==> config.mk <==
export PLATFORM = sky130hd
export DESIGN_NAME = rvag_vector_gen
export DESIGN_NICKNAME = d
export VERILOG_FILES = /design/src/rvag_pkg.sv /design/src/rvag_prio_enc.sv /design/src/rvag_vector_gen.sv
export SDC_FILE = /design/constraint.sdc
export NUM_CORES = 1
export LEC_CHECK = 0
export BUFFER_PORTS_ARGS = -buffer_cell sky130_fd_sc_hd__buf_2
export CAP_MARGIN = 15
export CORE_MARGIN = 2
export CORE_UTILIZATION = 43
export DETAILED_ROUTE_END_ITERATION = 7
export GPL_TIMING_DRIVEN = 0
export PLACE_DENSITY = 0.81
export SETUP_SLACK_MARGIN = 0.15
export SLEW_MARGIN = 20
export SYNTH_ARGS = -nofsm -noshare
export SYNTH_HDL_FRONTEND = slang
export SYNTH_HIERARCHICAL = 1
export SYNTH_SLANG_ARGS = --single-unit
export TNS_END_PERCENT = 20
==> constraint.sdc <==
create_clock -name ref_clk -period 3.7 [get_ports ref_clk]
set_clock_uncertainty 0.2 [all_clocks]
set_input_delay 0.74 -clock ref_clk [delete_from_list [all_inputs] [get_ports ref_clk]]
set_output_delay 0.74 -clock ref_clk [all_outputs]
set_load 0.005 [all_outputs]
==> src/rvag_pkg.sv <==
// package: vector numbering, address widths and carrier types for the vector generator
package rvag_pkg;
  localparam int RVAG_ADDR_W = 12;
  localparam int RVAG_NUM_REQ = 25;
  localparam int RVAG_IDX_W = 5;
  localparam logic [11:0] RVAG_RESET_OFFSET = 12'h000;
  localparam logic [11:0] RVAG_TABLE_START = 12'h001;
  localparam logic [11:0] RVAG_BOOT_RESET_DEFAULT = 12'hc00;
  localparam logic RVAG_FUSE_UNPROGRAMMED = 1'b1;
  // request index = vector offset - 1
  localparam logic [4:0] RVAG_IDX_EXT_A = 5'h00;
  localparam logic [4:0] RVAG_IDX_EXT_B = 5'h01;
  localparam logic [4:0] RVAG_IDX_PIN_CHANGE_A = 5'h02;
  localparam logic [4:0] RVAG_IDX_PIN_CHANGE_C = 5'h04;
  localparam logic [4:0] RVAG_IDX_WATCHDOG = 5'h05;
  localparam logic [4:0] RVAG_IDX_ASYNC_MATCH_A = 5'h06;
  localparam logic [4:0] RVAG_IDX_ASYNC_OVERFLOW = 5'h08;
  localparam logic [4:0] RVAG_IDX_WIDE_CAPTURE = 5'h09;
  localparam logic [4:0] RVAG_IDX_WIDE_OVERFLOW = 5'h0c;
  localparam logic [4:0] RVAG_IDX_BASIC_MATCH_A = 5'h0d;
  localparam logic [4:0] RVAG_IDX_BASIC_OVERFLOW = 5'h0f;
  localparam logic [4:0] RVAG_IDX_SPI_DONE = 5'h10;
  localparam logic [4:0] RVAG_IDX_USART_RX = 5'h11;
  localparam logic [4:0] RVAG_IDX_TX_BUFFER_EMPTY = 5'h12;
  localparam logic [4:0] RVAG_IDX_USART_TX = 5'h13;
  localparam logic [4:0] RVAG_IDX_CONVERTER = 5'h14;
  localparam logic [4:0] RVAG_IDX_NV_DATA_READY = 5'h15;
  localparam logic [4:0] RVAG_IDX_COMPARATOR = 5'h16;
  localparam logic [4:0] RVAG_IDX_TWO_WIRE = 5'h17;
  localparam logic [4:0] RVAG_IDX_PROGRAM_STORE_READY = 5'h18;

  typedef struct packed {
    logic ext_pin_request_a;
    logic ext_pin_request_b;
    logic pin_change_group_a;
    logic pin_change_group_b;
    logic pin_change_group_c;
    logic watchdog_timeout_request;
    logic async_counter_match_a;
    logic async_counter_match_b;
    logic async_counter_overflow;
    logic wide_counter_capture;
    logic wide_counter_match_a;
    logic wide_counter_match_b;
    logic wide_counter_overflow;
    logic basic_counter_match_a;
    logic basic_counter_match_b;
    logic basic_counter_overflow;
    logic spi_transfer_done;
    logic usart_rx_done;
    logic tx_buffer_empty;
    logic usart_tx_done;
    logic converter_done;
    logic nv_data_ready;
    logic comparator_event;
    logic two_wire_event;
    logic program_store_ready;
  } rvag_req_t;

  typedef struct packed {
    logic valid;
    logic is_reset;
    logic [4:0] vector_index;
    logic [11:0] address;
  } rvag_fetch_t;
endpackage

==> src/rvag_prio_enc.sv <==
// lowest-index-first priority encoder over pending requests
`timescale 1ns/10ps
module rvag_prio_enc #(
  parameter int N = 25,
  parameter int W = 5
) (
  input wire logic [N-1:0] pending,
  output logic any,
  output logic [W-1:0] index
);
  always_comb begin
    any = 1'b0;
    index = '0;
    for (int i = N - 1; i >= 0; i--) begin
      if (pending[i]) begin
        any = 1'b1;
        index = W'(i);
      end
    end
  end
endmodule

==> src/rvag_vector_gen.sv <==
// reset fetch address and interrupt vector address generator
`timescale 1ns/10ps
// What this block does
// - any reset cause steers the fetch to vector 1, address 0x000 by default
// - first external pin request uses offset 0x001, second uses 0x002
// - pin-change groups use 0x003 to 0x005; watchdog time-out uses 0x006
// - async 8-bit counter: match A 0x007, match B 0x008, overflow 0x009
// - 16-bit counter: capture 0x00A, match A 0x00B, B 0x00C, overflow 0x00D
// - other 8-bit counter: match A 0x00E, match B 0x00F, overflow 0x010
// - spi 0x011, usart receive 0x012, buffer empty 0x013, transmit 0x014
// - conversion complete uses 0x015, nonvolatile data ready uses 0x016
// - comparator 0x017, two-wire 0x018, program store ready 0x019, the last
// - programmed boot fuse starts execution at the boot loader address
// - relocation bit set adds boot section start to each interrupt vector offset
// - fuse 1 gives reset 0x000; table starts 0x001 or boot address plus 0x001
module rvag_vector_gen
  import rvag_pkg::*;
#(
  parameter logic [RVAG_ADDR_W-1:0] BOOT_RESET_ADDR = RVAG_BOOT_RESET_DEFAULT
) (
  input wire logic ref_clk,
  input wire logic sys_rst,
  input wire logic ext_reset_pin,
  input wire logic power_on_detect,
  input wire logic brown_out_detect,
  input wire logic watchdog_system_reset,
  input wire logic boot_reset_select_fuse,
  input wire logic vector_relocate_select,
  input wire logic global_enable,
  input wire rvag_req_t request,
  input wire rvag_req_t request_enable,
  input wire logic fetch_ack,
  output rvag_fetch_t fetch
);
  typedef enum logic [1:0] {
    RVAG_IDLE = 2'b01,
    RVAG_HOLD = 2'b10
  } rvag_state_t;

  rvag_state_t state;
  rvag_state_t next_state;
  rvag_fetch_t next_fetch;
  logic [2:0] pin_sync1;
  logic [2:0] pin_sync2;
  logic reset_pending;
  logic fuse_latched;
  logic fuse_sync1;
  logic fuse_sync2;

  wire logic [RVAG_NUM_REQ-1:0] pending;
  wire logic req_any;
  wire logic [RVAG_IDX_W-1:0] req_index;
  wire logic reset_cause;
  wire logic [RVAG_ADDR_W-1:0] reset_address;
  wire logic [RVAG_ADDR_W-1:0] table_base;
  wire logic [RVAG_ADDR_W-1:0] vector_address;
  wire logic [2:0] pin_cause;
  wire logic in_idle;
  wire logic in_hold;
  wire logic take_reset;
  wire logic take_irq;
  wire logic abort_irq;
  wire logic accept;
  wire logic clear_reset_pending;
  wire logic [RVAG_IDX_W-1:0] irq_number;
  wire rvag_fetch_t reset_word;
  wire rvag_fetch_t irq_word;

  // the struct field order already matches vector order, so bit reversal gives index 0 first
  function automatic logic [RVAG_NUM_REQ-1:0] rvag_order(input rvag_req_t r);
    logic [RVAG_NUM_REQ-1:0] flat;
    logic [RVAG_NUM_REQ-1:0] out;
    flat = r;
    for (int i = 0; i < RVAG_NUM_REQ; i++) begin
      out[i] = flat[RVAG_NUM_REQ-1-i];
    end
    return out;
  endfunction

  // index n maps to table start plus n, covering 0x001..0x019 when the table is not relocated
  function automatic logic [RVAG_ADDR_W-1:0] rvag_vec_addr(
    input logic [RVAG_ADDR_W-1:0] base,
    input logic [RVAG_IDX_W-1:0] idx
  );
    return RVAG_ADDR_W'(base + {{(RVAG_ADDR_W-RVAG_IDX_W){1'b0}}, idx});
  endfunction

  assign pending = global_enable ? (rvag_order(request) & rvag_order(request_enable)) : '0;

  rvag_prio_enc #(
    .N(RVAG_NUM_REQ),
    .W(RVAG_IDX_W)
  ) u_prio (
    .pending(pending),
    .any(req_any),
    .index(req_index)
  );

  // external reset pin, power-on and brown-out, after their two-flop synchroniser
  assign pin_cause = pin_sync2;
  assign reset_cause = (|pin_cause) | watchdog_system_reset;
  assign reset_address = (fuse_latched == RVAG_FUSE_UNPROGRAMMED) ? RVAG_RESET_OFFSET
                                                                  : BOOT_RESET_ADDR;
  assign table_base = vector_relocate_select
                      ? RVAG_ADDR_W'(BOOT_RESET_ADDR + RVAG_TABLE_START)
                      : RVAG_TABLE_START;
  assign vector_address = rvag_vec_addr(table_base, req_index);

  // state decode
  assign in_idle = (state == RVAG_IDLE);
  assign in_hold = (state == RVAG_HOLD);
  // a live cause blocks both kinds of dispatch; the reset fetch waits until it goes away
  assign take_reset = in_idle && reset_pending && !reset_cause;
  assign take_irq = in_idle && req_any && !reset_pending && !reset_cause;
  // an interrupt fetch is dropped by a reset cause; a reset fetch stays until accepted
  assign abort_irq = in_hold && reset_cause && !fetch.is_reset;
  assign accept = in_hold && fetch_ack;
  assign clear_reset_pending = accept && fetch.is_reset;
  // offset of the winner; index 0 is kept for the reset fetch
  assign irq_number = RVAG_IDX_W'(req_index + 5'h01);

  assign reset_word = '{
    valid: 1'b1,
    is_reset: 1'b1,
    vector_index: 5'h00,
    address: reset_address
  };

  assign irq_word = '{
    valid: 1'b1,
    is_reset: 1'b0,
    vector_index: irq_number,
    address: vector_address
  };

  // external level sources pass two flops before use
  always_ff @(posedge ref_clk) begin
    if (sys_rst) begin
      pin_sync1 <= 3'h0;
      pin_sync2 <= 3'h0;
    end else begin
      pin_sync1 <= {brown_out_detect, power_on_detect, ext_reset_pin};
      pin_sync2 <= pin_sync1;
    end
  end

  // fuse level comes from outside the clock domain; its synchroniser runs through reset
  always_ff @(posedge ref_clk) begin
    fuse_sync1 <= boot_reset_select_fuse;
    fuse_sync2 <= fuse_sync1;
  end

  // fuse is sampled while reset is held, so the value after release is a strap
  always_ff @(posedge ref_clk) begin
    if (sys_rst) begin
      fuse_latched <= fuse_sync2;
    end else begin
      fuse_latched <= fuse_latched;
    end
  end

  // a reset cause is remembered until its fetch address is delivered
  // a cause in the accept cycle wins, so a second reset fetch follows
  always_ff @(posedge ref_clk) begin
    if (sys_rst) begin
      reset_pending <= 1'b1;
    end else if (reset_cause) begin
      reset_pending <= 1'b1;
    end else if (clear_reset_pending) begin
      reset_pending <= 1'b0;
    end
  end

  // idle offers the reset fetch before any interrupt; hold waits for the accept, or for a reset cause when holding an interrupt fetch
  always_comb begin
    next_state = state;
    next_fetch = fetch;
    case (state)
      RVAG_IDLE: begin
        if (take_reset) begin
          next_fetch = reset_word;
          next_state = RVAG_HOLD;
        end else if (take_irq) begin
          next_fetch = irq_word;
          next_state = RVAG_HOLD;
        end
      end
      RVAG_HOLD: begin
        if (abort_irq || accept) begin
          next_fetch.valid = 1'b0;
          next_state = RVAG_IDLE;
        end
      end
      default: begin
        next_fetch.valid = 1'b0;
        next_state = RVAG_IDLE;
      end
    endcase
  end

  // the fetch word is a register, so the core sees no decode glitches
  always_ff @(posedge ref_clk) begin
    if (sys_rst) begin
      state <= RVAG_IDLE;
      fetch <= '0;
    end else begin
      state <= next_state;
      fetch <= next_fetch;
    end
  end
endmodule

==> results of run 1 <==
==> metrics by stage <==
step	hold WS, ps	instances
2_1_floorplan	110	166
3_3_place_gp	112	271
3_5_place_dp	116	271
4_1_cts	143	275
5_1_grt	155	275
6_report	140	275
==> cell type report <==
class / instances / area [sq um]
fill: 282 / 1050
sequential: 20 / 410
multi-input combinational: 126 / 787
tap: 31 / 38.8
inverter: 5 / 18.8
buffer: 15 / 98.8
timing repair buffer: 74 / 370
clock inverter: 1 / 30.0
clock buffer: 3 / 22.5
==> power breakdown <==
| part | leakage (uW) | switching (uW) | internal [uW] |
|---|---|---|---|
| registers | 0.000166 | 5.34 | 226 |
| logic | 0.000725 | 66.3 | 71.9 |
| clock network | 0.0000279 | 65.8 | 109 |
| total | 0.000919 | 137 | 408 |
==> per-layer routing <==
metal | vias to the layer above | global-route usage [%]
met5 | - | 0
met3 | 4 | 4.80
met2 | 44 | 28.7
li1 | 752 | -
met4 | 0 | 4.87
met1 | 618 | 22.0
==> cell usage in the layout, fill, tap and decap left out, types with 2 or more instances in the layout <==
master | synthesis | final
nand2_1 | 8 | 8
nor2b_1 | 10 | 10
inv_1 | 4 | 4
buf_2 | 1 | 75
nor4_1 | 7 | 7
conb_1 | 1 | 4
nand3_1 | 9 | 9
dfxtp_1 | 19 | 19
nand2b_1 | 3 | 3
o32ai_1 | 2 | 2
and3_1 | 27 | 27
a21oi_1 | 6 | 6
nor2_1 | 10 | 10
nor3b_1 | 2 | 2
xor2_1 | 3 | 3
clkbuf_1 | 3 | 3
o21bai_1 | 3 | 3
nor3_1 | 4 | 4
o211ai_1 | 3 | 3
o21ai_0 | 3 | 3
buf_4 | 11 | 11
clkbuf_4 | 0 | 3
or4_1 | 3 | 3
==> worst max path at each step <==
stage | startpoint | endpoint | slack, ps | cells after the start
6_report | global_enable | fetch[5] | 520 | 11
2_1_floorplan | global_enable | fetch[5] | 630 | 10
5_1_grt | global_enable | fetch[14] | 290 | 11
3_5_place_dp | global_enable | fetch[5] | 230 | 11
4_1_cts | global_enable | fetch[5] | 540 | 11
3_3_place_gp | global_enable | fetch[5] | 260 | 11
==> registers in the layout, summed over array words and instances, names as in the netlist <==
register       cells
reset_pending      1
fuse_sync2         1
state              1
fuse_sync1         1
fetch              9
pin_cause          3
pin_sync1          3
fuse_latched       1
==> critical path, stage by stage <==
cell	delay [ps]
buf_2	130
clkbuf_1	180
and3_1	210
or4_1	500
o21ai_0	200
nand3_1	100
a21boi_1	310
and3_1	210
nand3_1	70
or4_1	420
a21oi_1	150
==> cells by family (layout without fill, tap and decap cells) <==
family	Yosys count	in the layout	synth area share (%)
and+or+nand+nor	91	91	41.0
AOI/OAI and AO/OA	27	27	15.3
DFF	20	20	31.5
buffers and inverters	20	98	9.02
xor gates and xnor gates	3	3	2.02
adders and majority gates	1	1	0.960
other	1	4	0.288
==> results.md, run 1 <==
- Nets: ~300
- Finished Cell Area: roughly 1800 sq um
- Post-route DRC: 0
- Required @ worst endpoint: about 3700 ps
- Max Slew Vio Count: 0
- PortBufs: 74
- Sequential share of the synthesized area: roughly a third
- Number of flops mapped to enable cells by yosys: 1
- Die Span Y: about 59 microns
- DIE AREA: between 3000 and 4000 sq um
- Post-route setup slack: about 520 ps
- H-tree Lvls: 1
- Vias in the first global route: approximately 1200
- Status: finished, final reports clean
- WL final: approximately 3000 microns
- Critical path type: primary input to flip-flop
- Setup TNS: 0 ps
- Synth area leaders: dfxtp_1 (29%), and3_1 (13%), buf_4 (6.3%)
- Cell taking the most area after synthesis: dfxtp_1
- Cells after Synth: around 160
- Yosys reg bits: 20
- Starting Density: 46.1%
- Ys async rst share: 0%
- Routed wl met2: 1350 microns
- Largest net degree at the start of global routing: 13
- Area growth syn-to-layout: 36.3%
- Top Metal Used: met4
- Hold Crit Start: fuse_sync1
- Post-CTS setup buffer count: 0
- First-pass GRT wire length: 4800 microns
- 1st-iter DRT viols: 24
- Endpoints failing setup: 0
- IO Pins: 79
- Initial antenna violation count: 0
- Main synth FF type: dfxtp_1
- Minimum clock period: 3180 ps
- # diodes: 0
- PD cells: 307 nW/um^2
- Core area: approximately 2800 sq um
- Met3 wire length: roughly 180 microns
- Num CTS Buffers: 3
- Clock sink count: 20
- Crit Path Max Fanout: 10
- GRT overflow: 0
- RSZ-0062 raised after global routing: no
- CTS max path bufs: 2
- Die width: 59.1 microns
- Reg2reg end: state[0]
- Mapped Avg Cell Area: about 8.0 sq um
- Hold path depth: 0
- CTS root buf: clkbuf_4
- Worst-path clk slew: 110 ps
- Via count: approximately 1400
- Overall power: around 550 uW
- Share of cells above drive strength 1: roughly two fifths
- Flop-to-flop setup slack: around 1800 ps
- Tot GR Track Use: about 17%
- CTS tree: built
- Distinct cells, synth: 43
- Synth cell count leaders: and3_1 (27), dfxtp_1 (19), buf_4 (11)
- Yosys warns: 6
- Vias per cell: between 5 and 6
- Hold worst-path end: fuse_sync2
- Crit end category: flip-flop
- Pre-CTS WS: roughly 230 ps
- Drt wl/cell: approximately 11 microns
- Slew HR: between 50% and 60%
- Worst-Skew Late Latency: around 300 ps
- Reg-to-Reg Start: pin_cause[1]
- Post-Route M1 WL: 1420 microns
- Worst-Margin Slew: 600 ps
- Final period util: 85.9%
- RePlAce Congestion: just under 0.8
- Max cap viols: 0
- DRT antenna net count: 0
- Hold Vio Cnt, Final: 0
- Min-delay worst type: flip-flop to flip-flop
- Arrival time worst endpoint: between 3000 and 4000 ps
- Most frequent cell after synthesis: and3_1
- Crit start category: primary input
- Number of iterations in the first detailed-routing pass: 4
- Area after DPL: between 1500 and 2000 sq um
- Worst-case reg-to-reg path depth: 5
- Synthesized area: 1300 sq um
- Max VDD drop: roughly 0.00035 V
- HPWL after detailed placement: about 2500 microns
- Share of the synthesized area in the top cell type: slightly below 30%
- Num rows: 19
- Post-CTS resize count: 0
- Hold Buf Count CTS: 0
- Fin util: 62.8%
- Fmax: around 310 MHz
- LEAKAGE: slightly above 0.0009 uW
No activity file was read; power rests on OpenSTA's default activity.
==> inputs of run 2 (changes only) <==
--- a/config.mk
+++ b/config.mk
@@ -5,13 +5,13 @@
 export SDC_FILE = /design/constraint.sdc
 export NUM_CORES = 1
 export LEC_CHECK = 0
-export BUFFER_PORTS_ARGS = -buffer_cell sky130_fd_sc_hd__buf_2
 export CAP_MARGIN = 15
 export CORE_MARGIN = 2
-export CORE_UTILIZATION = 43
+export CORE_UTILIZATION = 62
 export DETAILED_ROUTE_END_ITERATION = 7
+export DONT_BUFFER_PORTS = 1
 export GPL_TIMING_DRIVEN = 0
-export PLACE_DENSITY = 0.81
+export PLACE_DENSITY = 0.79
 export SETUP_SLACK_MARGIN = 0.15
 export SLEW_MARGIN = 20
 export SYNTH_ARGS = -nofsm -noshare
==> results.md, run 2 (synthesis gave the netlist of run 1 again) <==
- Number of iterations in the first detailed-routing pass: 4 (unchanged)
- Nets: 232 (was 306)
- Num CTS Buffers: 3 (unchanged)
- Worst path cell trace: clkbuf_1 -> and3_1 -> nor4_2 -> o21ai_1 -> o311a_1 -> a2111oi_1 -> ha_1 -> nand3_1 -> xor2_1 -> o32ai_1 (was buf_2 -> clkbuf_1 -> and3_1 -> or4_1 -> o21ai_0 -> nand3_1 -> a21boi_1 -> and3_1 -> nand3_1 -> or4_1 -> a21oi_1)
- Hold Crit Start: fuse_sync1 (unchanged)
- LEAKAGE: 0.000605 uW (was 0.000919 uW)
- Met2 Use GR: 36.7% (was 28.7%)
- Worst-path clk slew: 110 ps (about the same)
- Crit start category: primary input (unchanged)
- Endpoints failing setup: 0 (unchanged)
- Die Span Y: 49.9 microns (was 59.1 microns)
- Max Slew Vio Count: 0 (unchanged)
- M3 GR Usage: 7.27% (was 4.80%)
- Fmax: 332 MHz (was 315 MHz)
- CTS max path bufs: 2 (unchanged)
- Flop-to-flop setup slack: 1830 ps (was 1820 ps)
- Starting Density: 65.8% (was 46.1%)
- RePlAce Congestion: 0.840 (was 0.784)
- HPWL after detailed placement: 2200 microns (was 2510 microns)
- Min-delay worst type: flip-flop to flip-flop (unchanged)
- PortBufs: 0 (was 74)
- Vias per cell: 6.02 (was 5.16)
- Via count: 1185 (was 1418)
- CTS root buf: clkbuf_4 (unchanged)
- Crit path largest cell delay: 670 ps (was 500 ps)
- Final period util: 81.4% (was 85.9%)
- Met1 Usage GRT: 24.0% (was 22.0%)
- Minimum clock period: 3010 ps (was 3180 ps)
- Worst-Skew Late Latency: 290 ps (was 300 ps)
- First-pass GRT wire length: 3980 microns (was 4800 microns)
- Post-route DRC: 0 (unchanged)
- Initial antenna violation count: 0 (unchanged)
- Crit end category: flip-flop (unchanged)
- CP top delay family: compound AO/OA/AOI/OAI gates (was simple AND/OR/NAND/NOR gates)
- Max cap viols: 0 (unchanged)
- Die width: 49.9 microns (was 59.1 microns)
- Reg2reg end: state[0] (unchanged)
- RSZ-0062 raised after global routing: no (unchanged)
- Status: finished, final reports clean (unchanged)
- Commonest non-fill, non-tap cell in the layout: and3_1 (was buf_2)
- Clock sink count: 20 (unchanged)
- Critical-path top delay cell: a2111oi_1 (was or4_1)
- Reg-to-Reg Start: pin_cause[1] (unchanged)
- PD cells: 363 nW/um^2 (was 307 nW/um^2)
- Core area: 1980 sq um (was 2830 sq um)
- Hold worst-path end: fuse_sync2 (unchanged)
- Hold Buf Count CTS: 0 (unchanged)
- Hold path depth: 0 (unchanged)
- WP buf/inv: 1 (was 2)
- 1st-iter DRT viols: 16 (was 24)
- Most frequent cells in the layout: and3_1 (27), dfxtp_1 (19), buf_4 (11), nor2b_1 (10), nor2_1 (10) (was buf_2 (75), and3_1 (27), dfxtp_1 (19), buf_4 (11))
- Critical path type: primary input to flip-flop (unchanged)
- DIE AREA: 2490 sq um (was 3490 sq um)
- Post-Layout Cell Count: 197 (was 275)
- CTS tree: built (unchanged)
- Crit Path Max Fanout: 10 (unchanged)
- Grt peak-use layer: met2 (unchanged)
- Largest register by flop count: fetch (unchanged)
- Hold Vio Cnt, Final: 0 (unchanged)
- Area growth syn-to-layout: 7.49% (was 36.3%)
- Max VDD drop: 0.000362 V (was 0.000347 V)
- Required @ worst endpoint: 3710 ps (was 3740 ps)
- Largest net degree at the start of global routing: 13 (unchanged)
- Drt wl/cell: 13.4 microns (was 10.9 microns)
- H-tree Lvls: 1 (unchanged)
- Post-CTS resize count: 0 (unchanged)
- IO Pins: 79 (unchanged)
- Num rows: 16 (was 19)
- DRT antenna net count: 0 (unchanged)
- Placed cell count: 193 (was 271)
- Share of cells above drive strength 1: 12.9% (was 39.3%)
- Worst-Margin Slew: 669 ps (was 600 ps)
- # diodes: 0 (unchanged)
- WL final: 2630 microns (was 2990 microns)
- Slew HR: 55.3% (was 59.9%)
- Vias in the first global route: 997 (was 1202)
- Worst hold slack: 160 ps (was 140 ps)
- Arrival time worst endpoint: 3030 ps (was 3210 ps)
- GRT overflow: 0 (unchanged)
- Tot GR Track Use: 20.7% (was 17.3%)
- Setup TNS: 0 ps (unchanged)
- Worst-case reg-to-reg path depth: 5 (unchanged)
- Post-CTS setup buffer count: 0 (unchanged)
- Max reg flops: 9 (unchanged)
## run 2: stage by stage
step / area [sq um] / setup WS [ps] / util [%] / total power, uW
after floorplan: 1320 / 627 / - / 324
after global placement: 1350 / 447 / 68.1 / 338
after detailed placement: 1350 / 385 / 68.1 / 341
after CTS: 1400 / 699 / 70.7 / 513
after global routing: 1400 / 479 / 70.7 / 536
final: 1400 / 687 / 70.7 / 509
## run 2: area by class of cell
type / count / area, sq um
Multi-Input combinational cell: 126 / 787
Fill cell: 166 / 581
Sequential cell: 20 / 410
Buffer: 15 / 98.8
Tap cell: 27 / 33.8
Clock inverter: 1 / 30.0
Clock buffer: 3 / 22.5
Inverter: 5 / 18.8
## run 2: power breakdown
group          internal, uW  switching (uW)  total [uW]
sequential              227            6.07         233
clock                   109            63.3         173
combinational          47.2            56.5         104
total                   383             126         509
## run 2: worst max-delay path by stage
| stage | startpoint | end | slack [ps] | cells past startpoint |
|---|---|---|---|---|
| 6_report | global_enable | fetch[4] | 690 | 10 |
| 5_1_grt | global_enable | fetch[14] | 480 | 10 |
| 4_1_cts | global_enable | fetch[5] | 700 | 10 |
| 3_5_place_dp | global_enable | fetch[5] | 380 | 10 |
| 3_3_place_gp | global_enable | fetch[5] | 450 | 10 |
| 2_1_floorplan | global_enable | fetch[5] | 630 | 10 |
## run 2: layer usage
metal | vias up | part of all wire [%] | wire (microns)
met5 | - | 0 | 0
li1 | 605 | - | -
met3 | 0 | 8.9 | 234
met4 | 0 | 0 | 0
met1 | 517 | 44 | 1150
met2 | 63 | 47 | 1240
==> inputs of run 3 (changes only) <==
--- a/config.mk
+++ b/config.mk
@@ -7,11 +7,11 @@
 export LEC_CHECK = 0
 export CAP_MARGIN = 15
 export CORE_MARGIN = 2
-export CORE_UTILIZATION = 62
+export CORE_UTILIZATION = 56
 export DETAILED_ROUTE_END_ITERATION = 7
 export DONT_BUFFER_PORTS = 1
 export GPL_TIMING_DRIVEN = 0
-export PLACE_DENSITY = 0.79
+export PLACE_DENSITY = 0.75
 export SETUP_SLACK_MARGIN = 0.15
 export SLEW_MARGIN = 20
 export SYNTH_ARGS = -nofsm -noshare
==> constraint.sdc (replaced) <==
create_clock -name ref_clk -period 2.5 [get_ports ref_clk]
set_clock_uncertainty 0.2 [all_clocks]
set_input_delay 0.5 -clock ref_clk [delete_from_list [all_inputs] [get_ports ref_clk]]
set_output_delay 0.5 -clock ref_clk [all_outputs]
set_load 0.005 [all_outputs]
==> results.md, run 3 (synthesis gave the netlist of run 1 again) <==
- Status: finished, final reports clean (unchanged)
- Post-Layout Cell Count: 201 (was 197)
- Fill count: 193 (was 166)
- Final period util: 98.7%
- Met1 Usage GRT: 23.3% (was 24.0%)
- Number of iterations in the first detailed-routing pass: 4 (unchanged)
- Share of cells above drive strength 1: 24.9% (was 12.9%)
- Num rows: 17 (was 16)
- Worst-case reg-to-reg path depth: 5 (unchanged)
- Hold Vio Cnt, Final: 0 (unchanged)
- Critical path type: primary input to flip-flop (unchanged)
- Hold path depth: 0 (unchanged)
- Starting Density: 58.9% (was 65.8%)
- Tot GR Track Use: 21.7% (was 20.7%)
- CTS root buf: clkbuf_4 (unchanged)
- DRT antenna net count: 0 (unchanged)
- Max reg flops: 9 (unchanged)
- 1st-iter DRT viols: 6 (was 16)
- Fin util: 69.8% (was 70.7%)
- Nets: 235 (was 232)
- H-tree Lvls: 1 (unchanged)
- Grt peak-use layer: met2 (unchanged)
- M3 GR Usage: 6.29% (was 7.27%)
- Setup TNS: 0 ps (unchanged)
- Vias in the first global route: 1142 (was 997)
- Clock sink count: 20 (unchanged)
- DIE AREA: 2730 sq um (was 2490 sq um)
- # diodes: 0 (unchanged)
- LEAKAGE: 0.000634 uW (was 0.000605 uW)
- Max Slew Vio Count: 0 (unchanged)
- Placed cell count: 194 (was 193)
- Die Span Y: 52.3 microns (was 49.9 microns)
- Largest register by flop count: fetch (unchanged)
- Drt wl/cell: 14.7 microns (was 13.4 microns)
- Worst-path clk slew: 100 ps (was 110 ps)
- Post-route setup slack: 31.5 ps (was 687 ps)
- Largest net degree at the start of global routing: 12 (was 13)
- GRT overflow: 0 (unchanged)
- CTS tree: built (unchanged)
- Via count: 1249 (was 1185)
- PortBufs: 0 (unchanged)
- CTS max path bufs: 2 (unchanged)
- IO Pins: 79 (unchanged)
- Post-route DRC: 0 (unchanged)
- Min-delay worst type: primary input to flip-flop (was flip-flop to flip-flop)
- Arrival time worst endpoint: 2490 ps (was 3030 ps)
- Crit start category: primary input (unchanged)
- RSZ-0062 raised after global routing: yes (was no)
- Die width: 52.3 microns (was 49.9 microns)
- Vias per cell: 6.21 (was 6.02)
- Num CTS Buffers: 3 (unchanged)
- Crit Path Max Fanout: 10 (unchanged)
- Commonest non-fill, non-tap cell in the layout: and3_1 (unchanged)
- Core area: 2210 sq um (was 1980 sq um)
- WL final: 2960 microns (was 2630 microns)
- Area growth syn-to-layout: 18.4% (was 7.49%)
- Required @ worst endpoint: 2520 ps (was 3710 ps)
- Met2 Use GR: 41.6% (was 36.7%)
- Crit end category: flip-flop (unchanged)
- Endpoints failing setup: 0 (unchanged)
- Minimum clock period: about 2500 ps
- RePlAce Congestion: 0.802 (was 0.840)
- Fmax: 405 MHz
- Initial antenna violation count: 0 (unchanged)
- Worst-Skew Late Latency: 290 ps (about the same)
- HPWL after detailed placement: 2280 microns (was 2200 microns)
- Most frequent cells in the layout: and3_1 (22), dfxtp_1 (19), buf_4 (14), nor2b_1 (10), nor2_1 (10) (was and3_1 (27), dfxtp_1 (19), buf_4 (11), nor2b_1 (10), nor2_1 (10))
- Max cap viols: 0 (unchanged)
- PD cells: 446 nW/um^2 (was 363 nW/um^2)
- First-pass GRT wire length: 4460 microns (was 3980 microns)
- Pre-CTS WS: -397 ps (was 385 ps)
- Max VDD drop: 0.000371 V (was 0.000362 V)
-- run 3: cell count changes in the layout (fill, tap and decap cells not counted), sizes merged --
cell    delta
clkbuf     +1
buf        +3
bufinv     -1
-- run 3: worst max-delay path, cell delays in order --
cell and delay (ps):
clkbuf_8 130, and3_1 190, or4_1 470, o21ai_1 170, nand3_1 110, a21boi_2 150
and3_1 150, nand3_1 70, or4_1 420, a21oi_1 130
-- run 3: where the power goes --
group	switching, uW	internal [uW]
logic	101	95.7
clock network	85.1	62.0
registers	9.56	335
total	196	493
-- run 3: layout make-up --
type | instances | area [sq um] | area share [%]
plain buffers | 15 | 113 | 7.29
clock buffers | 4 | 26.3 | 1.70
inverters | 5 | 18.8 | 1.22
multi-input cells | 126 | 918 | 59.5
flip-flops and latches | 20 | 410 | 26.6
well taps | 28 | 35.0 | 2.27
repair buffers | 3 | 22.5 | 1.46
-- run 3: path summary, 6_finish.rpt --
| path | startpoint | to | slack (ps) |
|---|---|---|---|
| worst max register to register | pin_cause[1] | state[0] | 640 |
| worst min-delay path | boot_reset_select_fuse | fuse_sync1 | 30 |
| worst max-delay path | global_enable | fetch[5] | 30 |
| worst min register to register | fuse_sync1 | fuse_sync2 | 140 |
-- run 3: per-layer routing --
metal | part of all wire, % | vias to the layer above
met5 | 0 | -
met4 | 0.44 | 0
met3 | 8.7 | 2
met2 | 51 | 72
met1 | 40 | 564
li1 | - | 611
-- run 3: what timing repair did --
action,4_1_cts,5_1_grt
pin swaps,5,4
cloned,0,0
resized for setup,12,12
hold buffers,0,0
buffers inserted,2,1
setup endpoints to repair,6,8
-- run 3: stage by stage --
step / hold slack (ps) / area [sq um] / total power, uW
6_report: 32.9 / 1540 / 689
5_1_grt: 4.92 / 1540 / 733
4_1_cts: 18.6 / 1490 / 677
3_5_place_dp: 127 / 1380 / 511
3_3_place_gp: 125 / 1380 / 506
2_1_floorplan: 110 / 1350 / 486
